`src/rtl/ddmr_pkg.sv`:
```
// constants for the mode-register decode and burst column sequencer
// assumes a single device clock; no bus, all settings travel as ports
`default_nettype none
package ddmr_pkg;
    // ----------------------------------------------------------------
    // command decode values
    // ----------------------------------------------------------------
    localparam logic [1:0] BA_MAIN_CFG = 2'h0;
    localparam logic [1:0] BA_EXT_ONE = 2'h1;
    // ----------------------------------------------------------------
    // main_cfg_reg field positions
    // ----------------------------------------------------------------
    localparam int BL_LSB = 0;
    localparam int ORDER_BIT = 3;
    localparam int CL_LSB = 4;
    localparam int TEST_BIT = 7;
    localparam int DLL_RST_BIT = 8;
    localparam int WR_LSB = 9;
    localparam int PD_BIT = 12;
    // ----------------------------------------------------------------
    // field codes and reset values
    // ----------------------------------------------------------------
    localparam logic [2:0] BL4_CODE = 3'h2;
    localparam logic [2:0] BL8_CODE = 3'h3;
    localparam logic [2:0] CL_MIN_CODE = 3'h3;
    localparam logic [2:0] WR_MIN_CODE = 3'h1;
    localparam logic [2:0] WR_MAX_CODE = 3'h5;
    localparam logic [12:0] CFG_RST = 13'h0000;
    localparam logic [1:0] BL4_LAST_PAIR = 2'h1;
    localparam logic [1:0] BL8_LAST_PAIR = 2'h3;
    // ----------------------------------------------------------------
    // timing in clocks (plain defaults)
    // ----------------------------------------------------------------
    localparam logic [3:0] PRECHARGE_PERIOD = 4'h4;
    localparam logic [3:0] FAST_PD_EXIT_DELAY = 4'h2;
    localparam logic [3:0] SLOW_PD_EXIT_DELAY = 4'h6;

    typedef enum logic [1:0] {DDMR_IDLE, DDMR_READ, DDMR_WRITE} ddmr_state_t;
endpackage
`default_nettype wire

```
`src/rtl/ddmr_mode_burst.sv`:
```
// mode-register store and burst column sequencer of the memory device
// assumes command pins synchronous to i_mclk; bank state comes from outside
`timescale 1ns/1ps
`default_nettype none
// Functional notes
// - all-low command with bank 00 loads main
// - fields: length, order, read latency, no halves
// - test bit kept; A8 high pulses dll reset
// - A9-A11 hold store recovery count
// - total delay is recovery plus precharge period
// - only four or eight beat bursts accepted
// - eight-beat sequential wraps per nibble
// - order follows programmed order bit
// - four-beat order wraps or xors start
// - eight-beat order per nibble or xor
// - back-to-back bursts run without gaps
// - eight-beat read by read, write by write
// - burst terminate is not supported
// - bank 01 command loads extended register one
// - rewrites allowed only when all precharged
module ddmr_mode_burst
    import ddmr_pkg::*;
(
    input wire logic i_mclk,
    input wire logic i_resetn,
    input wire logic i_cke,
    input wire logic i_cs_n,
    input wire logic i_ras_n,
    input wire logic i_cas_n,
    input wire logic i_we_n,
    input wire logic [1:0] i_ba,
    input wire logic [12:0] i_addr,
    input wire logic i_all_precharged,
    output logic [12:0] o_main_cfg_reg,
    output logic [12:0] o_extended_cfg_one,
    output logic o_burst_len8,
    output logic o_burst_order_sel,
    output logic [2:0] o_read_latency,
    output logic o_cfg_valid,
    output logic o_test_select,
    output logic o_powerdown_exit_sel,
    output logic [3:0] o_pd_exit_delay,
    output logic [3:0] o_store_recovery_clks,
    output logic [4:0] o_autoprecharge_total_delay,
    output logic o_dll_reset_req,
    output logic o_beat_valid,
    output logic o_beat_write,
    output logic [2:0] o_col_even,
    output logic [2:0] o_col_odd,
    output logic o_cmd_refused
);
    // ----------------------------------------------------------------
    // command decode
    // ----------------------------------------------------------------
    wire logic sel = i_cke & ~i_cs_n;
    wire logic mode_cmd = sel & ~i_ras_n & ~i_cas_n & ~i_we_n;
    wire logic col_cmd = sel & i_ras_n & ~i_cas_n;
    wire logic rd_cmd = col_cmd & i_we_n;
    wire logic wr_cmd = col_cmd & ~i_we_n;
    wire logic stop_cmd = sel & i_ras_n & i_cas_n & ~i_we_n;

    logic [12:0] main_q, main_d, ext1_q, ext1_d;
    ddmr_state_t state_q, state_d;
    logic [1:0] pair_q, pair_d;
    logic [2:0] start_q, start_d;
    logic len8_q, len8_d, order_q, order_d;
    logic dll_q, refused_q, refused_d;
    logic [2:0] col_q [2];

    wire logic [2:0] bl_code = main_q[BL_LSB +: 3];
    wire logic [2:0] cl_code = main_q[CL_LSB +: 3];
    wire logic [2:0] wr_code = main_q[WR_LSB +: 3];
    wire logic bl_ok = (bl_code == BL4_CODE) || (bl_code == BL8_CODE);
    wire logic cl_ok = cl_code >= CL_MIN_CODE;
    wire logic wr_ok = (wr_code >= WR_MIN_CODE) && (wr_code <= WR_MAX_CODE);

    // ----------------------------------------------------------------
    // mode register writes
    // ----------------------------------------------------------------
    // banks must be idle; a write mid-burst would retime the burst in flight
    wire logic mode_ok = mode_cmd & i_all_precharged & (state_q == DDMR_IDLE);
    wire logic main_wr = mode_ok & (i_ba == BA_MAIN_CFG);
    wire logic ext1_wr = mode_ok & (i_ba == BA_EXT_ONE);
    assign main_d = main_wr ? i_addr : main_q;
    assign ext1_d = ext1_wr ? i_addr : ext1_q;

    // ----------------------------------------------------------------
    // burst sequencing, two beats per clock
    // ----------------------------------------------------------------
    wire logic busy = state_q != DDMR_IDLE;
    wire logic last = busy && (pair_q == (len8_q ? BL8_LAST_PAIR : BL4_LAST_PAIR));
    wire logic same = (rd_cmd && state_q == DDMR_READ) || (wr_cmd && state_q == DDMR_WRITE);
    // new burst on the last pair keeps the flow gapless
    wire logic col_ok = col_cmd & bl_ok & (!busy | last | (len8_q & same));
    wire logic done = last & ~col_ok;

    always_comb begin
        state_d = state_q;
        pair_d = pair_q + 2'h1;
        start_d = start_q;
        len8_d = len8_q;
        order_d = order_q;
        if (col_ok) begin
            state_d = rd_cmd ? DDMR_READ : DDMR_WRITE;
            pair_d = 2'h0;
            start_d = i_addr[2:0];
            len8_d = bl_code == BL8_CODE;
            order_d = main_q[ORDER_BIT];
        end else if (done || !busy) begin
            state_d = DDMR_IDLE;
            pair_d = 2'h0;
        end
    end

    // stop is decoded but never acted on, so it is refused like any illegal command
    assign refused_d = stop_cmd | (col_cmd & ~col_ok) | (mode_cmd & ~mode_ok);

    genvar ln;
    generate
        for (ln = 0; ln < 2; ln++) begin : g_lane
            wire logic [2:0] beat = {pair_d, 1'(ln)};
            // sequential wraps inside the nibble, interleave xors the whole index
            wire logic [2:0] seq = {start_d[2] ^ beat[2], start_d[1:0] + beat[1:0]};
            wire logic [2:0] col_d = order_d ? (start_d ^ beat) : seq;
            always_ff @(posedge i_mclk or negedge i_resetn) begin
                if (!i_resetn) begin
                    col_q[ln] <= 3'h0;
                end else begin
                    col_q[ln] <= col_d;
                end
            end
        end
    endgenerate

    always_ff @(posedge i_mclk or negedge i_resetn) begin
        if (!i_resetn) begin
            main_q <= CFG_RST;
            ext1_q <= CFG_RST;
            state_q <= DDMR_IDLE;
            pair_q <= 2'h0;
            start_q <= 3'h0;
            len8_q <= 1'b0;
            order_q <= 1'b0;
            dll_q <= 1'b0;
            refused_q <= 1'b0;
        end else begin
            main_q <= main_d;
            ext1_q <= ext1_d;
            state_q <= state_d;
            pair_q <= pair_d;
            start_q <= start_d;
            len8_q <= len8_d;
            order_q <= order_d;
            dll_q <= main_wr & i_addr[DLL_RST_BIT];
            refused_q <= refused_d;
        end
    end

    // ----------------------------------------------------------------
    // decoded settings
    // ----------------------------------------------------------------
    assign o_main_cfg_reg = main_q;
    assign o_extended_cfg_one = ext1_q;
    assign o_burst_len8 = bl_code == BL8_CODE;
    assign o_burst_order_sel = main_q[ORDER_BIT];
    assign o_read_latency = cl_code;
    assign o_cfg_valid = bl_ok & cl_ok & wr_ok & ~main_q[TEST_BIT];
    assign o_test_select = main_q[TEST_BIT];
    assign o_powerdown_exit_sel = main_q[PD_BIT];
    assign o_pd_exit_delay = main_q[PD_BIT] ? SLOW_PD_EXIT_DELAY : FAST_PD_EXIT_DELAY;
    assign o_store_recovery_clks = {1'b0, wr_code} + 4'h1;
    assign o_autoprecharge_total_delay = {1'b0, o_store_recovery_clks} + {1'b0, PRECHARGE_PERIOD};
    assign o_dll_reset_req = dll_q;
    assign o_beat_valid = busy;
    assign o_beat_write = state_q == DDMR_WRITE;
    assign o_col_even = col_q[0];
    assign o_col_odd = col_q[1];
    assign o_cmd_refused = refused_q;

    // ----------------------------------------------------------------
    // checks
    // ----------------------------------------------------------------
    main_load_a: assert property (@(posedge i_mclk) disable iff (!i_resetn)
        main_wr |=> o_main_cfg_reg == $past(i_addr)) else $error("main register not loaded");
    ext_load_a: assert property (@(posedge i_mclk) disable iff (!i_resetn)
        ext1_wr |=> o_extended_cfg_one == $past(i_addr)) else $error("extended register not loaded");
    busy_write_a: assert property (@(posedge i_mclk) disable iff (!i_resetn)
        (mode_cmd && !i_all_precharged) |=> $stable(o_main_cfg_reg) && o_cmd_refused)
        else $error("mode write taken with open banks");
    dll_pulse_a: assert property (@(posedge i_mclk) disable iff (!i_resetn)
        (main_wr && i_addr[DLL_RST_BIT]) |=> o_dll_reset_req ##1 !o_dll_reset_req)
        else $error("dll reset request not a pulse");
    total_delay_a: assert property (@(posedge i_mclk) disable iff (!i_resetn)
        o_autoprecharge_total_delay == 5'(wr_code) + 5'h1 + 5'(PRECHARGE_PERIOD))
        else $error("total delay sum wrong");
    bl4_span_a: assert property (@(posedge i_mclk) disable iff (!i_resetn)
        (col_ok && bl_code == BL4_CODE) |=> o_beat_valid[*2]) else $error("four-beat burst cut short");
    lane_pair_a: assert property (@(posedge i_mclk) disable iff (!i_resetn)
        o_beat_valid |-> o_col_odd == (order_q ? (o_col_even ^ 3'h1)
                                               : {o_col_even[2], o_col_even[1:0] + 2'h1}))
        else $error("odd lane out of order");
    // per-cycle form so a legal read-by-read restart cannot trip it
    nibble_wrap_a: assert property (@(posedge i_mclk) disable iff (!i_resetn)
        (o_beat_valid && len8_q && !order_q && start_q == 3'h1)
        |-> (o_col_even == {pair_q, 1'b1}) && (pair_q != BL8_LAST_PAIR || o_col_odd == 3'h4))
        else $error("nibble sequence wrong");
    stop_refused_a: assert property (@(posedge i_mclk) disable iff (!i_resetn)
        stop_cmd |=> o_cmd_refused) else $error("burst stop not refused");
    cross_refused_a: assert property (@(posedge i_mclk) disable iff (!i_resetn)
        (wr_cmd && state_q == DDMR_READ && !last) |=> o_cmd_refused && !o_beat_write)
        else $error("write interrupted a read");
    seamless_flow_a: assert property (@(posedge i_mclk) disable iff (!i_resetn)
        (last && col_ok) |=> o_beat_valid) else $error("gap between bursts");

    interrupt_c: cover property (@(posedge i_mclk) disable iff (!i_resetn)
        busy && !last && col_ok);
    seamless_c: cover property (@(posedge i_mclk) disable iff (!i_resetn) last && col_ok);
    mode_c: cover property (@(posedge i_mclk) disable iff (!i_resetn) main_wr ##[1:20] col_ok);
    interleave_c: cover property (@(posedge i_mclk) disable iff (!i_resetn) o_beat_valid && order_q);
endmodule
`default_nettype wire

```
`config.mk`:
```
export PLATFORM = sky130hd
export DESIGN_NAME = ddmr_mode_burst
export DESIGN_NICKNAME = d
export VERILOG_FILES = /design/src/rtl/ddmr_pkg.sv /design/src/rtl/ddmr_mode_burst.sv
export SDC_FILE = /design/constraint.sdc
export NUM_CORES = 1
export LEC_CHECK = 0
export ABC_AREA = 1
export BUFFER_PORTS_ARGS = -buffer_cell sky130_fd_sc_hd__buf_2
export CAP_MARGIN = 20
export CORE_UTILIZATION = 54
export CTS_BUF_LIST = sky130_fd_sc_hd__clkbuf_4
export CTS_CLUSTER_DIAMETER = 100
export CTS_CLUSTER_SIZE = 24
export DETAILED_ROUTE_END_ITERATION = 8
export PLACE_DENSITY = 0.88
export SLEW_MARGIN = 40
export SYNTH_ARGS = -nofsm -noshare
export SYNTH_HDL_FRONTEND = slang
export SYNTH_SLANG_ARGS = --single-unit
```
`constraint.sdc`:
```
create_clock -name i_mclk -period 2.43 [get_ports i_mclk]
set_input_delay 0.3645 -clock i_mclk [delete_from_list [all_inputs] [get_ports i_mclk]]
set_output_delay 0.3645 -clock i_mclk [all_outputs]
set_load 0.01 [all_outputs]
```
* Word level (Yosys, flattened, before mapping)
Index checks and enable logic that the tools add are counted.
Cells by class: mux-type cells 11, magnitude comparators 3, equal/unequal tests 6, bitwise logic cells 38, reduce and logical (&&, ||, !) cells 12, add/subtract/negate cells 5
Operators by type and width (number):
- 1-bit bitwise AND | 24
- 2-bit 2-to-1 mux | 6
- 3-bit 2-to-1 mux | 4
- 1-bit NOT | 7
- 3-bit by 2-bit equality test with 1-bit output (second input constant) | 2
- 3-bit XOR | 2
- 4-bit by 3-bit adder with 5-bit output (second input constant) | 1
- 2-bit adder | 2
- 3-bit by 1-bit adder with 4-bit output (second input constant) | 1
- 2-bit by 1-bit equality test with 1-bit output (second input constant) | 2
- 1-bit logical AND | 4
- 2-bit logical NOT | 2
- 1-bit OR | 4
- 2-bit nonzero test | 2
- 3-bit by 1-bit greater-or-equal comparator with 1-bit output (second input constant) | 1
- 3-bit by 2-bit greater-or-equal comparator with 1-bit output (second input constant) | 1
- 3-bit <= comparator (second input constant) | 1
- 1-bit logical OR | 3
- 2-bit by 1-bit adder with 2-bit output (second input constant) | 1
- 2-bit equality test | 1
- 2-bit equality test (second input constant) | 1
- 1-bit logical NOT | 1
- 1-bit 2-to-1 mux | 1
- 1-bit XOR | 1
Storage, ports and cells: output and inout bits 57, register bits 43, word-level logic and storage cells 86

* Logic depth before layout (Yosys ltp)
Gate-level depths: netlist of run 1.
depth after elaboration 17, depth in mapped cells 13, gate-level depth less buffers 13

* Worst setup path before layout of run 1
Ideal clock, no wire load.
kind input -> register, start point input i_cs_n, end point register ext1_q[10], in the netlist o_extended_cfg_one[10], data arrival time 1287 ps, stages 9, setup time 121 ps, path slack 1022 ps, path buffers 1, path through inv_1 > nand2_2 > nor2_4 > nand3_2 > nor4_4 > nand2_2 > buf_2 > nand2_1 > o21ai_1
Between the ends: word-level cells in the longest chain between the ends 8
RTL lines:
- start: declaration | RTL line ddmr_mode_burst.sv:27 | input wire logic i_cs_n,
- 1-bit NOT | RTL line ddmr_mode_burst.sv:55 | wire logic sel = i_cke & ~i_cs_n;
- 1-bit bitwise AND | RTL line ddmr_mode_burst.sv:55
- 1-bit bitwise AND (3 in a row) | RTL line ddmr_mode_burst.sv:56 | wire logic mode_cmd = sel & ~i_ras_n & ~i_cas_n & ~i_we_n;
- 1-bit bitwise AND (2 in a row) | RTL line ddmr_mode_burst.sv:81 | wire logic mode_ok = mode_cmd & i_all_precharged & (state_q == DDMR_IDLE);
- 1-bit bitwise AND | RTL line ddmr_mode_burst.sv:83 | wire logic ext1_wr = mode_ok & (i_ba == BA_EXT_ONE);
- end signal: assignment | RTL line ddmr_mode_burst.sv:148 | ext1_q <= ext1_d;
- end: declaration | RTL line ddmr_mode_burst.sv:62 | logic [12:0] main_q, main_d, ext1_q, ext1_d;
No other way between the ends. A chain may end at the register's enable or synchronous reset.

* Worst setup path after layout of run 1
start point register main_q[9], in the netlist o_main_cfg_reg[9], end point output o_autoprecharge_total_delay[3]
Between the ends: word-level cells in the longest chain between the ends 2
RTL lines:
- start: declaration | RTL line ddmr_mode_burst.sv:62
- start signal: assignment | RTL line ddmr_mode_burst.sv:147 | main_q <= main_d;
- 3-bit by 1-bit adder with 4-bit output | RTL line ddmr_mode_burst.sv:171 | assign o_store_recovery_clks = {1'b0, wr_code} + 4'h1;
- 4-bit by 3-bit adder with 5-bit output | RTL line ddmr_mode_burst.sv:172 | assign o_autoprecharge_total_delay = {1'b0, o_store_recovery_clks} + {1'b0, PRECHARGE_PERIOD};
- end: declaration | RTL line ddmr_mode_burst.sv:44 | output logic [4:0] o_autoprecharge_total_delay,
No other way between the ends.

==> results of run 1 <==
==> kinds of logic after synthesis <==
kind of cell | Yosys count | synth area share (%)
AND/OR/NAND/NOR | 79 | 19.6
adder cells (fa/ha/maj) | 3 | 1.85
AO/OA/AOI/OAI | 34 | 10.9
flip-flops | 41 | 50.7
buffers and inverters | 62 | 15.3
XOR/XNOR | 3 | 1.30
other | 2 | 0.371
==> cell usage after synthesis (3+ instances only) <==
cell type and number:
sky130_fd_sc_hd__dfrtp_1 41, sky130_fd_sc_hd__nand3_1 10, sky130_fd_sc_hd__ha_1 3, sky130_fd_sc_hd__nand2_1 48
sky130_fd_sc_hd__o21ai_1 17, sky130_fd_sc_hd__nand2_2 6, sky130_fd_sc_hd__buf_6 3, sky130_fd_sc_hd__nor2_1 5
sky130_fd_sc_hd__o21ai_2 10, sky130_fd_sc_hd__nand2_4 3, sky130_fd_sc_hd__inv_1 41, sky130_fd_sc_hd__buf_4 14
==> layout make-up <==
class                           count  area (sq um)  area share [%]
Clock buffer                        6          45.0            1.89
Clock inverter                      1          3.75           0.158
Inverter                           43           161            6.79
Multi-Input combinational cell    122           692            29.1
Sequential cell                    41          1030            43.1
Tap cell                           46          57.6            2.42
Timing Repair Buffer               77           393            16.5
==> critical path: stages (launching register included) <==
cell and delay [ns]:
sky130_fd_sc_hd__dfrtp_1 0.46, sky130_fd_sc_hd__ha_1 0.23, sky130_fd_sc_hd__xnor2_1 0.19, sky130_fd_sc_hd__inv_1 0.09, sky130_fd_sc_hd__ha_1 0.27, sky130_fd_sc_hd__buf_2 0.14
==> report_power, final <==
| part | total [mW] | internal (mW) | switching [mW] |
|---|---|---|---|
| Combinational | 0.216 | 0.0873 | 0.129 |
| Clock | 0.311 | 0.116 | 0.194 |
| Sequential | 0.753 | 0.723 | 0.0309 |
==> routing by layer <==
layer | GRT usage (%) | up-vias
met5 | 0 | -
li1 | - | 805
met2 | 36.4 | 64
met3 | 5.80 | 4
met1 | 26.3 | 743
met4 | 5.68 | 0
==> final timing paths <==
path / from / to / slack, ns / cells past startpoint
max in group asynchronous: i_resetn / o_extended_cfg_one[7] / 1.55 / 2
max reg2reg: state_q[0] / o_main_cfg_reg[4] / 0.83 / 6
min in group asynchronous: i_resetn / o_cmd_refused / 0.54 / 2
min: i_we_n / state_q[1] / 0.25 / 2
min reg2reg: o_extended_cfg_one[3] / o_extended_cfg_one[3] / 0.50 / 2
max: o_main_cfg_reg[9] / o_autoprecharge_total_delay[3] / 0.36 / 5
==> metrics by stage <==
step / area [sq um] / utilization, %
6_report: 2380 / 68.6
5_1_grt: 2380 / 68.6
4_1_cts: 2380 / 68.6
3_5_place_dp: 2320 / 66.9
3_3_place_gp: 2320 / 66.8
2_1_floorplan: 2030 / -
==> what timing repair did <==
action,CTS,global route
hold buffers,1,0
setup endpoints to repair,0,0
hold endpoints to repair,41,0
==> impl_results.rst, run 1 <==
.. list-table::
   :header-rows: 1

   * - Metric
     - Value
   * - Upper clock frequency limit
     - a little under 500 MHz
   * - Clock skew
     - approximately 0.005 ns
   * - Worst Setup Slack, final
     - roughly 0.36 ns
   * - Clock sink total
     - a little over 40
   * - Top fanout value on the critical path
     - 6
   * - Category of the most critical setup path
     - reg -> out
   * - Share of the synthesized area in the top cell type
     - roughly half
   * - Worst EP required
     - roughly 2.1 ns
   * - Final standard cell count with taps included and fillers excluded
     - roughly 340
   * - Count of TritonRoute iterations in the first routing pass
     - 4
   * - # placed instances
     - roughly 330
   * - Master cell of the clock root buffer
     - sky130_fd_sc_hd__clkbuf_4
   * - Max_slew headroom
     - between 60% and 70%
   * - Worst hold slack
     - 0.253 ns
   * - Post-synthesis cell type count
     - 28
   * - Leading area contributor after synthesis
     - sky130_fd_sc_hd__dfrtp_1
   * - Final-report max-slew violation count
     - 0
   * - Antenna violations before repair
     - 0
   * - Worst slack after detailed placement
     - about 0.65 ns
   * - Overall die area
     - 4000 sq um
   * - Type of the worst min-delay path
     - in -> reg
   * - Result of the run
     - complete, no violations
   * - Routed wire length
     - about 3.8 mm
   * - Number of synthesized register bits
     - 41
   * - Post-synth EDFFs
     - 0
   * - Final worst path period need
     - 2.07 ns
   * - Final cycle utilization of the critical path
     - 85.3%
   * - Gp weighted congestion
     - 0.831
   * - Met1 Wirelength
     - between 1.5 and 2 mm
   * - Sum of net half-perimeters after detailed placement
     - 2.91 mm
   * - Post-route antenna net violation count
     - 0
   * - Number of clock buffers inserted by TritonCTS
     - 5
   * - Critical Path Sink Type
     - output pin
   * - Setup repair after global routing missed its margin
     - no
   * - Standard-cell rows
     - 21
   * - CTS tree
     - done
   * - Maximum buffer depth of the clock tree
     - 2
   * - Area grow syn2layout
     - 17.5%
   * - Remaining global-route overflow
     - 0
   * - Clk Latency, worst-skew pair
     - 0.33 ns
   * - Placeable core area
     - 3470 sq um
   * - Largest net degree at the start of global routing
     - 42
   * - Synthesized netlist cell count
     - roughly 220
   * - Ys async rst share
     - 100%
   * - DRT iter0 DRCs
     - 87
   * - Overall via count from detail_route
     - between 1500 and 2000
   * - Most frequent cells in the layout
     - sky130_fd_sc_hd__buf_2 (75), sky130_fd_sc_hd__nand2_1 (48), sky130_fd_sc_hd__inv_1 (41), sky130_fd_sc_hd__dfrtp_1 (41), sky130_fd_sc_hd__o21ai_1 (17)
   * - Hold Violations, Final
     - 0
   * - Number of resized instances in the post-cts repair step
     - 0
   * - Count of fill cells added during filler insertion
     - ~300
   * - Most common library cell in the layout ignoring fill and taps
     - sky130_fd_sc_hd__buf_2
   * - Startpoint type of the worst setup path
     - flop
   * - Initial Util
     - between 50% and 60%
   * - Number of failing setup endpoints in the final timing report
     - 0
   * - Highest metal layer used by the detailed router
     - met4
   * - Mean number of vias per cell
     - 4.81
   * - Horizontal die dimension
     - 63.2 microns
   * - Setup repair bufs after CTS
     - 0
   * - Number of DRC violations after detailed routing
     - 0
   * - Cell area after synthesis
     - 2020 sq um
   * - Clock-pin transition on the worst setup and hold timing paths
     - 0.11 ns
   * - Met3 wire len
     - about 250 microns
   * - H-tree level count
     - 2
   * - Ranking of synthesized cells by area
     - sky130_fd_sc_hd__dfrtp_1 (51%), sky130_fd_sc_hd__nand2_1 (8.9%), sky130_fd_sc_hd__inv_1 (7.6%), sky130_fd_sc_hd__buf_4 (5.2%), sky130_fd_sc_hd__o21ai_2 (4.3%)
   * - Total of max-cap violations
     - 0
   * - Share of post-route cells with drive strength above 1
     - a little under two fifths
   * - I/O pin total
     - 80
   * - Synth warn
     - 0
   * - Vias in the first global route
     - approximately 1500
   * - Wire length of the first global-routing pass
     - 6.71 mm
   * - Slew @ Worst Pin
     - ~0.52 ns
   * - Sequential element share of the synthesized area
     - 50.7%
   * - TNS Setup
     - 0 ns
   * - Met2 wire length
     - 1.92 mm
   * - GRT Total Usage
     - between 20% and 30%
   * - Power per cell area
     - 538 nW/um^2
   * - Antenna Diode Count
     - 0
   * - Worst endpoint data arrival time
     - roughly 1.7 ns
   * - Total design power
     - around 1.3 mW
   * - Average cell area after synthesis
     - 9.04 sq um
   * - Net count, final
     - 316
   * - Commonest register cell after synthesis
     - sky130_fd_sc_hd__dfrtp_1
   * - Wire per inst
     - about 11 microns
   * - Peak ir drop on the vdd network
     - 0.377 mV
   * - Static Leak
     - ~1.4 nW
   * - Port buffer count
     - 76
   * - Height of the chip
     - approximately 63 microns
(Power assumes the default switching activity.)
==> inputs of run 2 (changes only) <==
RECOVER_POWER = 50   (was unset)
==> run 2 against run 1 <==
Clock-buffer cell count did not move. Worst hold slack barely moved. Utilization fell by 1.2 points. Global-route usage did not move. Setup slack got worse by 0.017 ns. Non-clock buffer count did not move. Sequential cell count did not move. Sequential power barely moved. Wire length rose by 0.37%.
==> impl_results.rst, run 2 (same netlist as run 1, synthesis figures left out) <==
.. list-table::
   :header-rows: 1

   * - Metric
     - Value
   * - GRT Total Usage
     - 21.2%
   * - Worst endpoint data arrival time
     - between 1.5 and 2 ns
   * - Area grow syn2layout
     - 15.4%
   * - Total design power
     - around 1.3 mW
   * - Net count, final
     - between 300 and 400
   * - Largest net degree at the start of global routing
     - 42
   * - Master cell of the clock root buffer
     - sky130_fd_sc_hd__clkbuf_4
   * - CP peak stage delay
     - around 0.46 ns
   * - R2r setup slk
     - between 0.6 and 0.7 ns
   * - Wire per inst
     - between 10 and 15 microns
   * - Count of TritonRoute iterations in the first routing pass
     - 4
   * - Placeable core area
     - 3470 sq um
   * - Clock sink total
     - between 40 and 50
   * - Most frequent cell on the critical path
     - sky130_fd_sc_hd__ha_1
   * - Worst slack after detailed placement
     - ~0.65 ns
   * - Gp weighted congestion
     - approximately 0.83
   * - Most common library cell in the layout ignoring fill and taps
     - sky130_fd_sc_hd__buf_2
   * - Overall via count from detail_route
     - ~1600
   * - Initial Util
     - about three fifths
   * - Power per cell area
     - between 500 and 600 nW/um^2
   * - H-tree level count
     - 2
   * - Final-report max-slew violation count
     - 0
   * - Sequential cell area
     - a little over 1000 sq um
   * - # placed instances
     - ~330
   * - Slew @ Worst Pin
     - a little under 1 ns
   * - Top fanout value on the critical path
     - 6
   * - Share of post-route cells with drive strength above 1
     - 27.9%
   * - Number of clock buffers inserted by TritonCTS
     - 5
   * - Worst path cell trace
     - ha_1 > xnor2_1 > inv_1 > ha_1 > buf_2
   * - Height of the chip
     - ~63 microns
   * - End of the worst hold path
     - state_q[1]
   * - Number of DRC violations after detailed routing
     - 0
   * - GR met1 Demand/Resource
     - about a quarter
   * - Antenna violations before repair
     - 0
   * - Routed wire length
     - 3.84 mm
   * - Sum of net half-perimeters after detailed placement
     - 2.91 mm
   * - Horizontal die dimension
     - around 63 microns
   * - Setup repair bufs after CTS
     - 0
   * - Final standard cell count with taps included and fillers excluded
     - roughly 340
   * - Remaining global-route overflow
     - 0
   * - I/O pin total
     - 80
   * - Wire length of the first global-routing pass
     - approximately 6.7 mm
   * - Clock-pin transition on the worst setup and hold timing paths
     - around 0.12 ns
   * - Hold Violations, Final
     - 0
   * - Number of failing setup endpoints in the final timing report
     - 0
   * - Static Leak
     - 1.29 nW
   * - Vias in the first global route
     - about 1500
   * - TNS Setup
     - 0 ns
   * - CTS tree
     - done
   * - Total of max-cap violations
     - 0
   * - Cell with the largest stage delay on the worst path
     - sky130_fd_sc_hd__dfrtp_1
   * - Setup repair after global routing missed its margin
     - no
   * - Worst Setup Slack, final
     - ~0.34 ns
   * - Startpoint type of the worst setup path
     - flop
   * - Antenna Diode Count
     - 0
   * - Number of resized instances in the post-cts repair step
     - 0
   * - Worst hold slack
     - 0.253 ns
   * - Peak ir drop on the vdd network
     - between 0.3 and 0.4 mV
   * - Upper clock frequency limit
     - about 480 MHz
   * - Standard-cell rows
     - 21
   * - Met3 Resource Use GR
     - under 10%
   * - Post-route antenna net violation count
     - 0
   * - Worst R2R End
     - o_col_odd[1]
   * - Clock skew
     - around 0.012 ns
   * - Result of the run
     - complete, no violations
   * - Final worst path period need
     - 2.09 ns
   * - Critical Path Sink Type
     - output pin
   * - DRT iter0 DRCs
     - 97
   * - Most frequent cells in the layout
     - sky130_fd_sc_hd__buf_2 (49), sky130_fd_sc_hd__nand2_1 (48), sky130_fd_sc_hd__inv_1 (41), sky130_fd_sc_hd__dfrtp_1 (41), sky130_fd_sc_hd__clkbuf_1 (26)
   * - Overall die area
     - between 3000 and 4000 sq um
   * - Mean number of vias per cell
     - 4.83
   * - Worst EP required
     - between 2 and 2.5 ns
   * - Max_slew headroom
     - between 30% and 40%
   * - Area occupied by multi-input gates
     - between 600 and 700 sq um
   * - Type of the worst min-delay path
     - in -> reg
   * - Maximum buffer depth of the clock tree
     - 2
   * - Final cycle utilization of the critical path
     - between 80% and 90%
   * - Hold wc startpoint
     - i_we_n
   * - Category of the most critical setup path
     - reg -> out
   * - Count of cells along the worst register-to-register path
     - 10
   * - Cell depth of the worst min-delay path
     - 2
   * - Peak-usage layer in the global routing report
     - met2
   * - Met2 track demand over resource
     - around 36%
   * - Count of fill cells added during filler insertion
     - around 320
   * - Port buffer count
     - 76
   * - Clk Latency, worst-skew pair
     - ~0.34 ns
   * - Source of the worst register-to-register timing path
     - o_main_cfg_reg[2]
==> run 2: changes by cell type in the layout (fill, tap and decap cells not counted) <==
cell / previous run / this run
sky130_fd_sc_hd__buf_4: 1 / 0
sky130_fd_sc_hd__nor2_4: 2 / 1
sky130_fd_sc_hd__nor2_1: 5 / 6
sky130_fd_sc_hd__clkbuf_1: 0 / 26
sky130_fd_sc_hd__clkbuf_2: 0 / 1
sky130_fd_sc_hd__buf_2: 75 / 49
==> run 2: layout make-up <==
class,instances,area share (%)
well taps,46,2.46
inverters,43,6.91
flip-flops and latches,41,43.9
clock inverters,1,0.161
multi-input cells,122,29.3
clock buffers,6,1.93
repair buffers,77,15.3
==> run 2: metrics by stage <==
stage | utilization, % | area, sq um
finish | 67.4 | 2340
CTS | 68.6 | 2380
floorplan | - | 2030
global route | 67.4 | 2340
detailed placement | 66.9 | 2320
global placement | 66.8 | 2320
==> run 2: where the power goes <==
| group | internal, mW | leakage [nW] | switching, mW |
|---|---|---|---|
| logic | 0.0793 | 0.727 | 0.128 |
| registers | 0.723 | 0.538 | 0.0319 |
| clock network | 0.117 | 0.0292 | 0.199 |
==> run 2: worst max path at each step <==
stage                            from                              to  slack, ns  depth (start not counted)
floorplan           o_main_cfg_reg[9]  o_autoprecharge_total_delay[3]       0.64                          4
global placement               i_cs_n              o_main_cfg_reg[10]       0.74                          9
detailed placement             i_cs_n               o_main_cfg_reg[4]       0.65                          9
CTS                 o_main_cfg_reg[9]  o_autoprecharge_total_delay[3]       0.34                          5
global route        o_main_cfg_reg[9]  o_autoprecharge_total_delay[3]       0.23                          5
finish              o_main_cfg_reg[9]  o_autoprecharge_total_delay[3]       0.34                          5
==> run 2: critical path: cells and delay by family, from the launching register on <==
family / cells / cell delay, ns
XOR/XNOR: 1 / 0.20
adder cells (fa/ha/maj): 2 / 0.50
flip-flops: 1 / 0.46
buffers and inverters: 2 / 0.23
==> run 2: what timing repair did <==
item,CTS,global route
setup endpoints to repair,0,0
endpoints found under the hold margin,41,0
hold buffers,1,0
==> run 2: layer usage <==
metal / vias up / share of wire [%]
met5: - / 0
met4: 0 / 0.57
met3: 4 / 6.2
met2: 65 / 50
met1: 746 / 43
li1: 808 / -
==> inputs of run 3 (changes only) <==
CORE_MARGIN = 2   (was unset)
MAX_ROUTING_LAYER = met4   (was unset)
==> run 3 against run 2 <==
Wire length rose by 4.8%. Final cell count up 0.89%. Global-route usage fell by 0.097 points. Die area rose by 6.4%. Via count down 0.37%. Maximum frequency rose by 0.68%. First-iteration DRC count up 43%. Utilization down 2.8 points.
==> impl_results.rst, run 3 (same netlist as run 1, synthesis figures left out) <==
.. list-table::
   :header-rows: 1

   * - Metric
     - Value
   * - Setup repair after global routing missed its margin
     - no
   * - # placed instances
     - between 300 and 400
   * - Part of the total power dissipated in combinational logic
     - 15.9%
   * - Total design power
     - between 1 and 1.5 mW
   * - Critical Path Sink Type
     - output pin
   * - Most frequent cells in the layout
     - sky130_fd_sc_hd__nand2_1 (49), sky130_fd_sc_hd__buf_2 (49), sky130_fd_sc_hd__inv_1 (41), sky130_fd_sc_hd__dfrtp_1 (41), sky130_fd_sc_hd__clkbuf_1 (26)
   * - Placed cell areas
     - approximately 2300 sq um
   * - Area occupied by multi-input gates
     - just under 700 sq um
   * - Startpoint type of the worst setup path
     - flop
   * - Final-report max-slew violation count
     - 0
   * - Slew @ Worst Pin
     - slightly below 1 ns
   * - Wire per inst
     - 11.9 microns
   * - Height of the chip
     - about 65 microns
   * - Sum of net half-perimeters after detailed placement
     - 3.04 mm
   * - Number of hold buffers added after cts
     - 1
   * - Peak ir drop on the vdd network
     - about 0.38 mV
   * - Count of cells along the worst register-to-register path
     - 13
   * - Horizontal die dimension
     - roughly 65 microns
   * - Wire length of the first global-routing pass
     - around 6.6 mm
   * - Standard-cell rows
     - 22
   * - Overall via count from detail_route
     - ~1600
   * - Total of max-cap violations
     - 0
   * - Net count, final
     - about 320
   * - Vias in the first global route
     - between 1500 and 2000
   * - Number of clock buffers inserted by TritonCTS
     - 5
   * - Number of DRC violations after detailed routing
     - 0
   * - Placeable core area
     - about 3600 sq um
   * - Worst EP required
     - just over 2 ns
   * - TNS Setup
     - 0 ns
   * - Clk Latency, worst-skew pair
     - between 0.3 and 0.4 ns
   * - Antenna violations before repair
     - 0
   * - GRT Total Usage
     - between 20% and 30%
   * - Final cycle utilization of the critical path
     - about 85%
   * - Upper clock frequency limit
     - between 400 and 500 MHz
   * - Final design utilization
     - around 65%
   * - Maximum buffer depth of the clock tree
     - 2
   * - Initial Util
     - between 50% and 60%
   * - Gp weighted congestion
     - ~0.87
   * - Setup repair bufs after CTS
     - 0
   * - Final Cell Area
     - 2340 sq um
   * - Overall die area
     - around 4300 sq um
   * - Top fanout value on the critical path
     - 6
   * - Count of TritonRoute iterations in the first routing pass
     - 4
   * - Worst endpoint data arrival time
     - approximately 1.7 ns
   * - Count of fill cells added during filler insertion
     - 340
   * - Mean number of vias per cell
     - roughly 4.8
   * - Sequential cell area
     - approximately 1000 sq um
   * - CTS tree
     - done
   * - Cell internal power dissipation
     - 924 uW
   * - Remaining global-route overflow
     - 0
   * - Final standard cell count with taps included and fillers excluded
     - approximately 340
   * - Result of the run
     - complete, no violations
   * - Largest net degree at the start of global routing
     - 42
   * - Category of the most critical setup path
     - reg -> out
   * - Fraction of power spent switching nets
     - between 20 and 30%
   * - Switching Power
     - 377 uW
   * - Cell depth of the worst min-delay path
     - 2
   * - Clock sink total
     - approximately 40
   * - Power share of the sequential group
     - roughly 58%
   * - Type of the worst min-delay path
     - in -> reg
   * - I/O pin total
     - 80
   * - Routed wire length
     - around 4.0 mm
   * - Antenna Diode Count
     - 0
   * - Max_slew headroom
     - around a third
   * - Power per cell area
     - 555 nW/um^2
   * - Port buffer count
     - 76
   * - Master cell of the clock root buffer
     - sky130_fd_sc_hd__clkbuf_4
   * - Clock-pin transition on the worst setup and hold timing paths
     - roughly 0.11 ns
   * - Hold Violations, Final
     - 0
   * - Number of resized instances in the post-cts repair step
     - 0
   * - Portion of total power attributed to the clock network
     - about a quarter
   * - Post-route antenna net violation count
     - 0
   * - Clock skew
     - between 0.01 and 0.015 ns
   * - H-tree level count
     - 2
   * - Static Leak
     - ~1.3 nW
   * - Final worst path period need
     - 2.08 ns
   * - Number of failing setup endpoints in the final timing report
     - 0
   * - Share of post-route cells with drive strength above 1
     - about 29%
   * - Area grow syn2layout
     - 15.8%
   * - DRT iter0 DRCs
     - ~140
==> run 3: worst max-delay path: stages, from the launching register on <==
cell and delay (ns):
sky130_fd_sc_hd__dfrtp_1 0.46, sky130_fd_sc_hd__ha_1 0.24, sky130_fd_sc_hd__xnor2_1 0.19, sky130_fd_sc_hd__inv_1 0.08, sky130_fd_sc_hd__ha_1 0.26, sky130_fd_sc_hd__buf_2 0.14
==> run 3: power by group through the flow <==
stage / clock (mW) / sequential (mW) / combinational [mW]
6_report: 0.340 / 0.754 / 0.207
3_5_place_dp: 0 / 0.765 / 0.218
5_1_grt: 0.378 / 0.759 / 0.236
2_1_floorplan: 0 / 0.780 / 0.114
4_1_cts: 0.350 / 0.753 / 0.220
3_3_place_gp: 0 / 0.764 / 0.209
==> run 3: through the flow <==
step | hold slack [ns] | setup slack, ns
2_1_floorplan | 0.0689 | 0.643
3_3_place_gp | 0.461 | 0.739
3_5_place_dp | 0.372 | 0.614
4_1_cts | 0.218 | 0.330
5_1_grt | 0.215 | 0.200
6_report | 0.225 | 0.353
==> run 3: routing by layer <==
layer  wire, microns  up-vias  global-route usage (%)
met5               0        -                       -
met4              65        0                    8.33
met3             233        6                    5.31
met2            2040       52                    35.7
met1            1690      756                    24.2
li1                -      803                       -
==> run 3: path summary, 6_finish.rpt <==
check,slack [ns],end,start
min in group asynchronous,0.70,o_main_cfg_reg[2],i_resetn
max in group asynchronous,1.13,o_extended_cfg_one[0],i_resetn
setup / recovery,0.35,o_autoprecharge_total_delay[3],o_main_cfg_reg[9]
hold reg to reg,0.50,o_extended_cfg_one[11],o_extended_cfg_one[11]
setup reg to reg,0.61,o_col_odd[1],state_q[0]
hold / removal,0.22,state_q[1],i_we_n
==> run 3: area by class of cell <==
type | count | share of cell area [%]
sequential | 41 | 43.8
multi-input combinational | 122 | 29.2
timing repair buffer | 77 | 15.3
clock buffer | 6 | 1.92
inverter | 43 | 6.88
clock inverter | 2 | 0.427
tap | 48 | 2.56
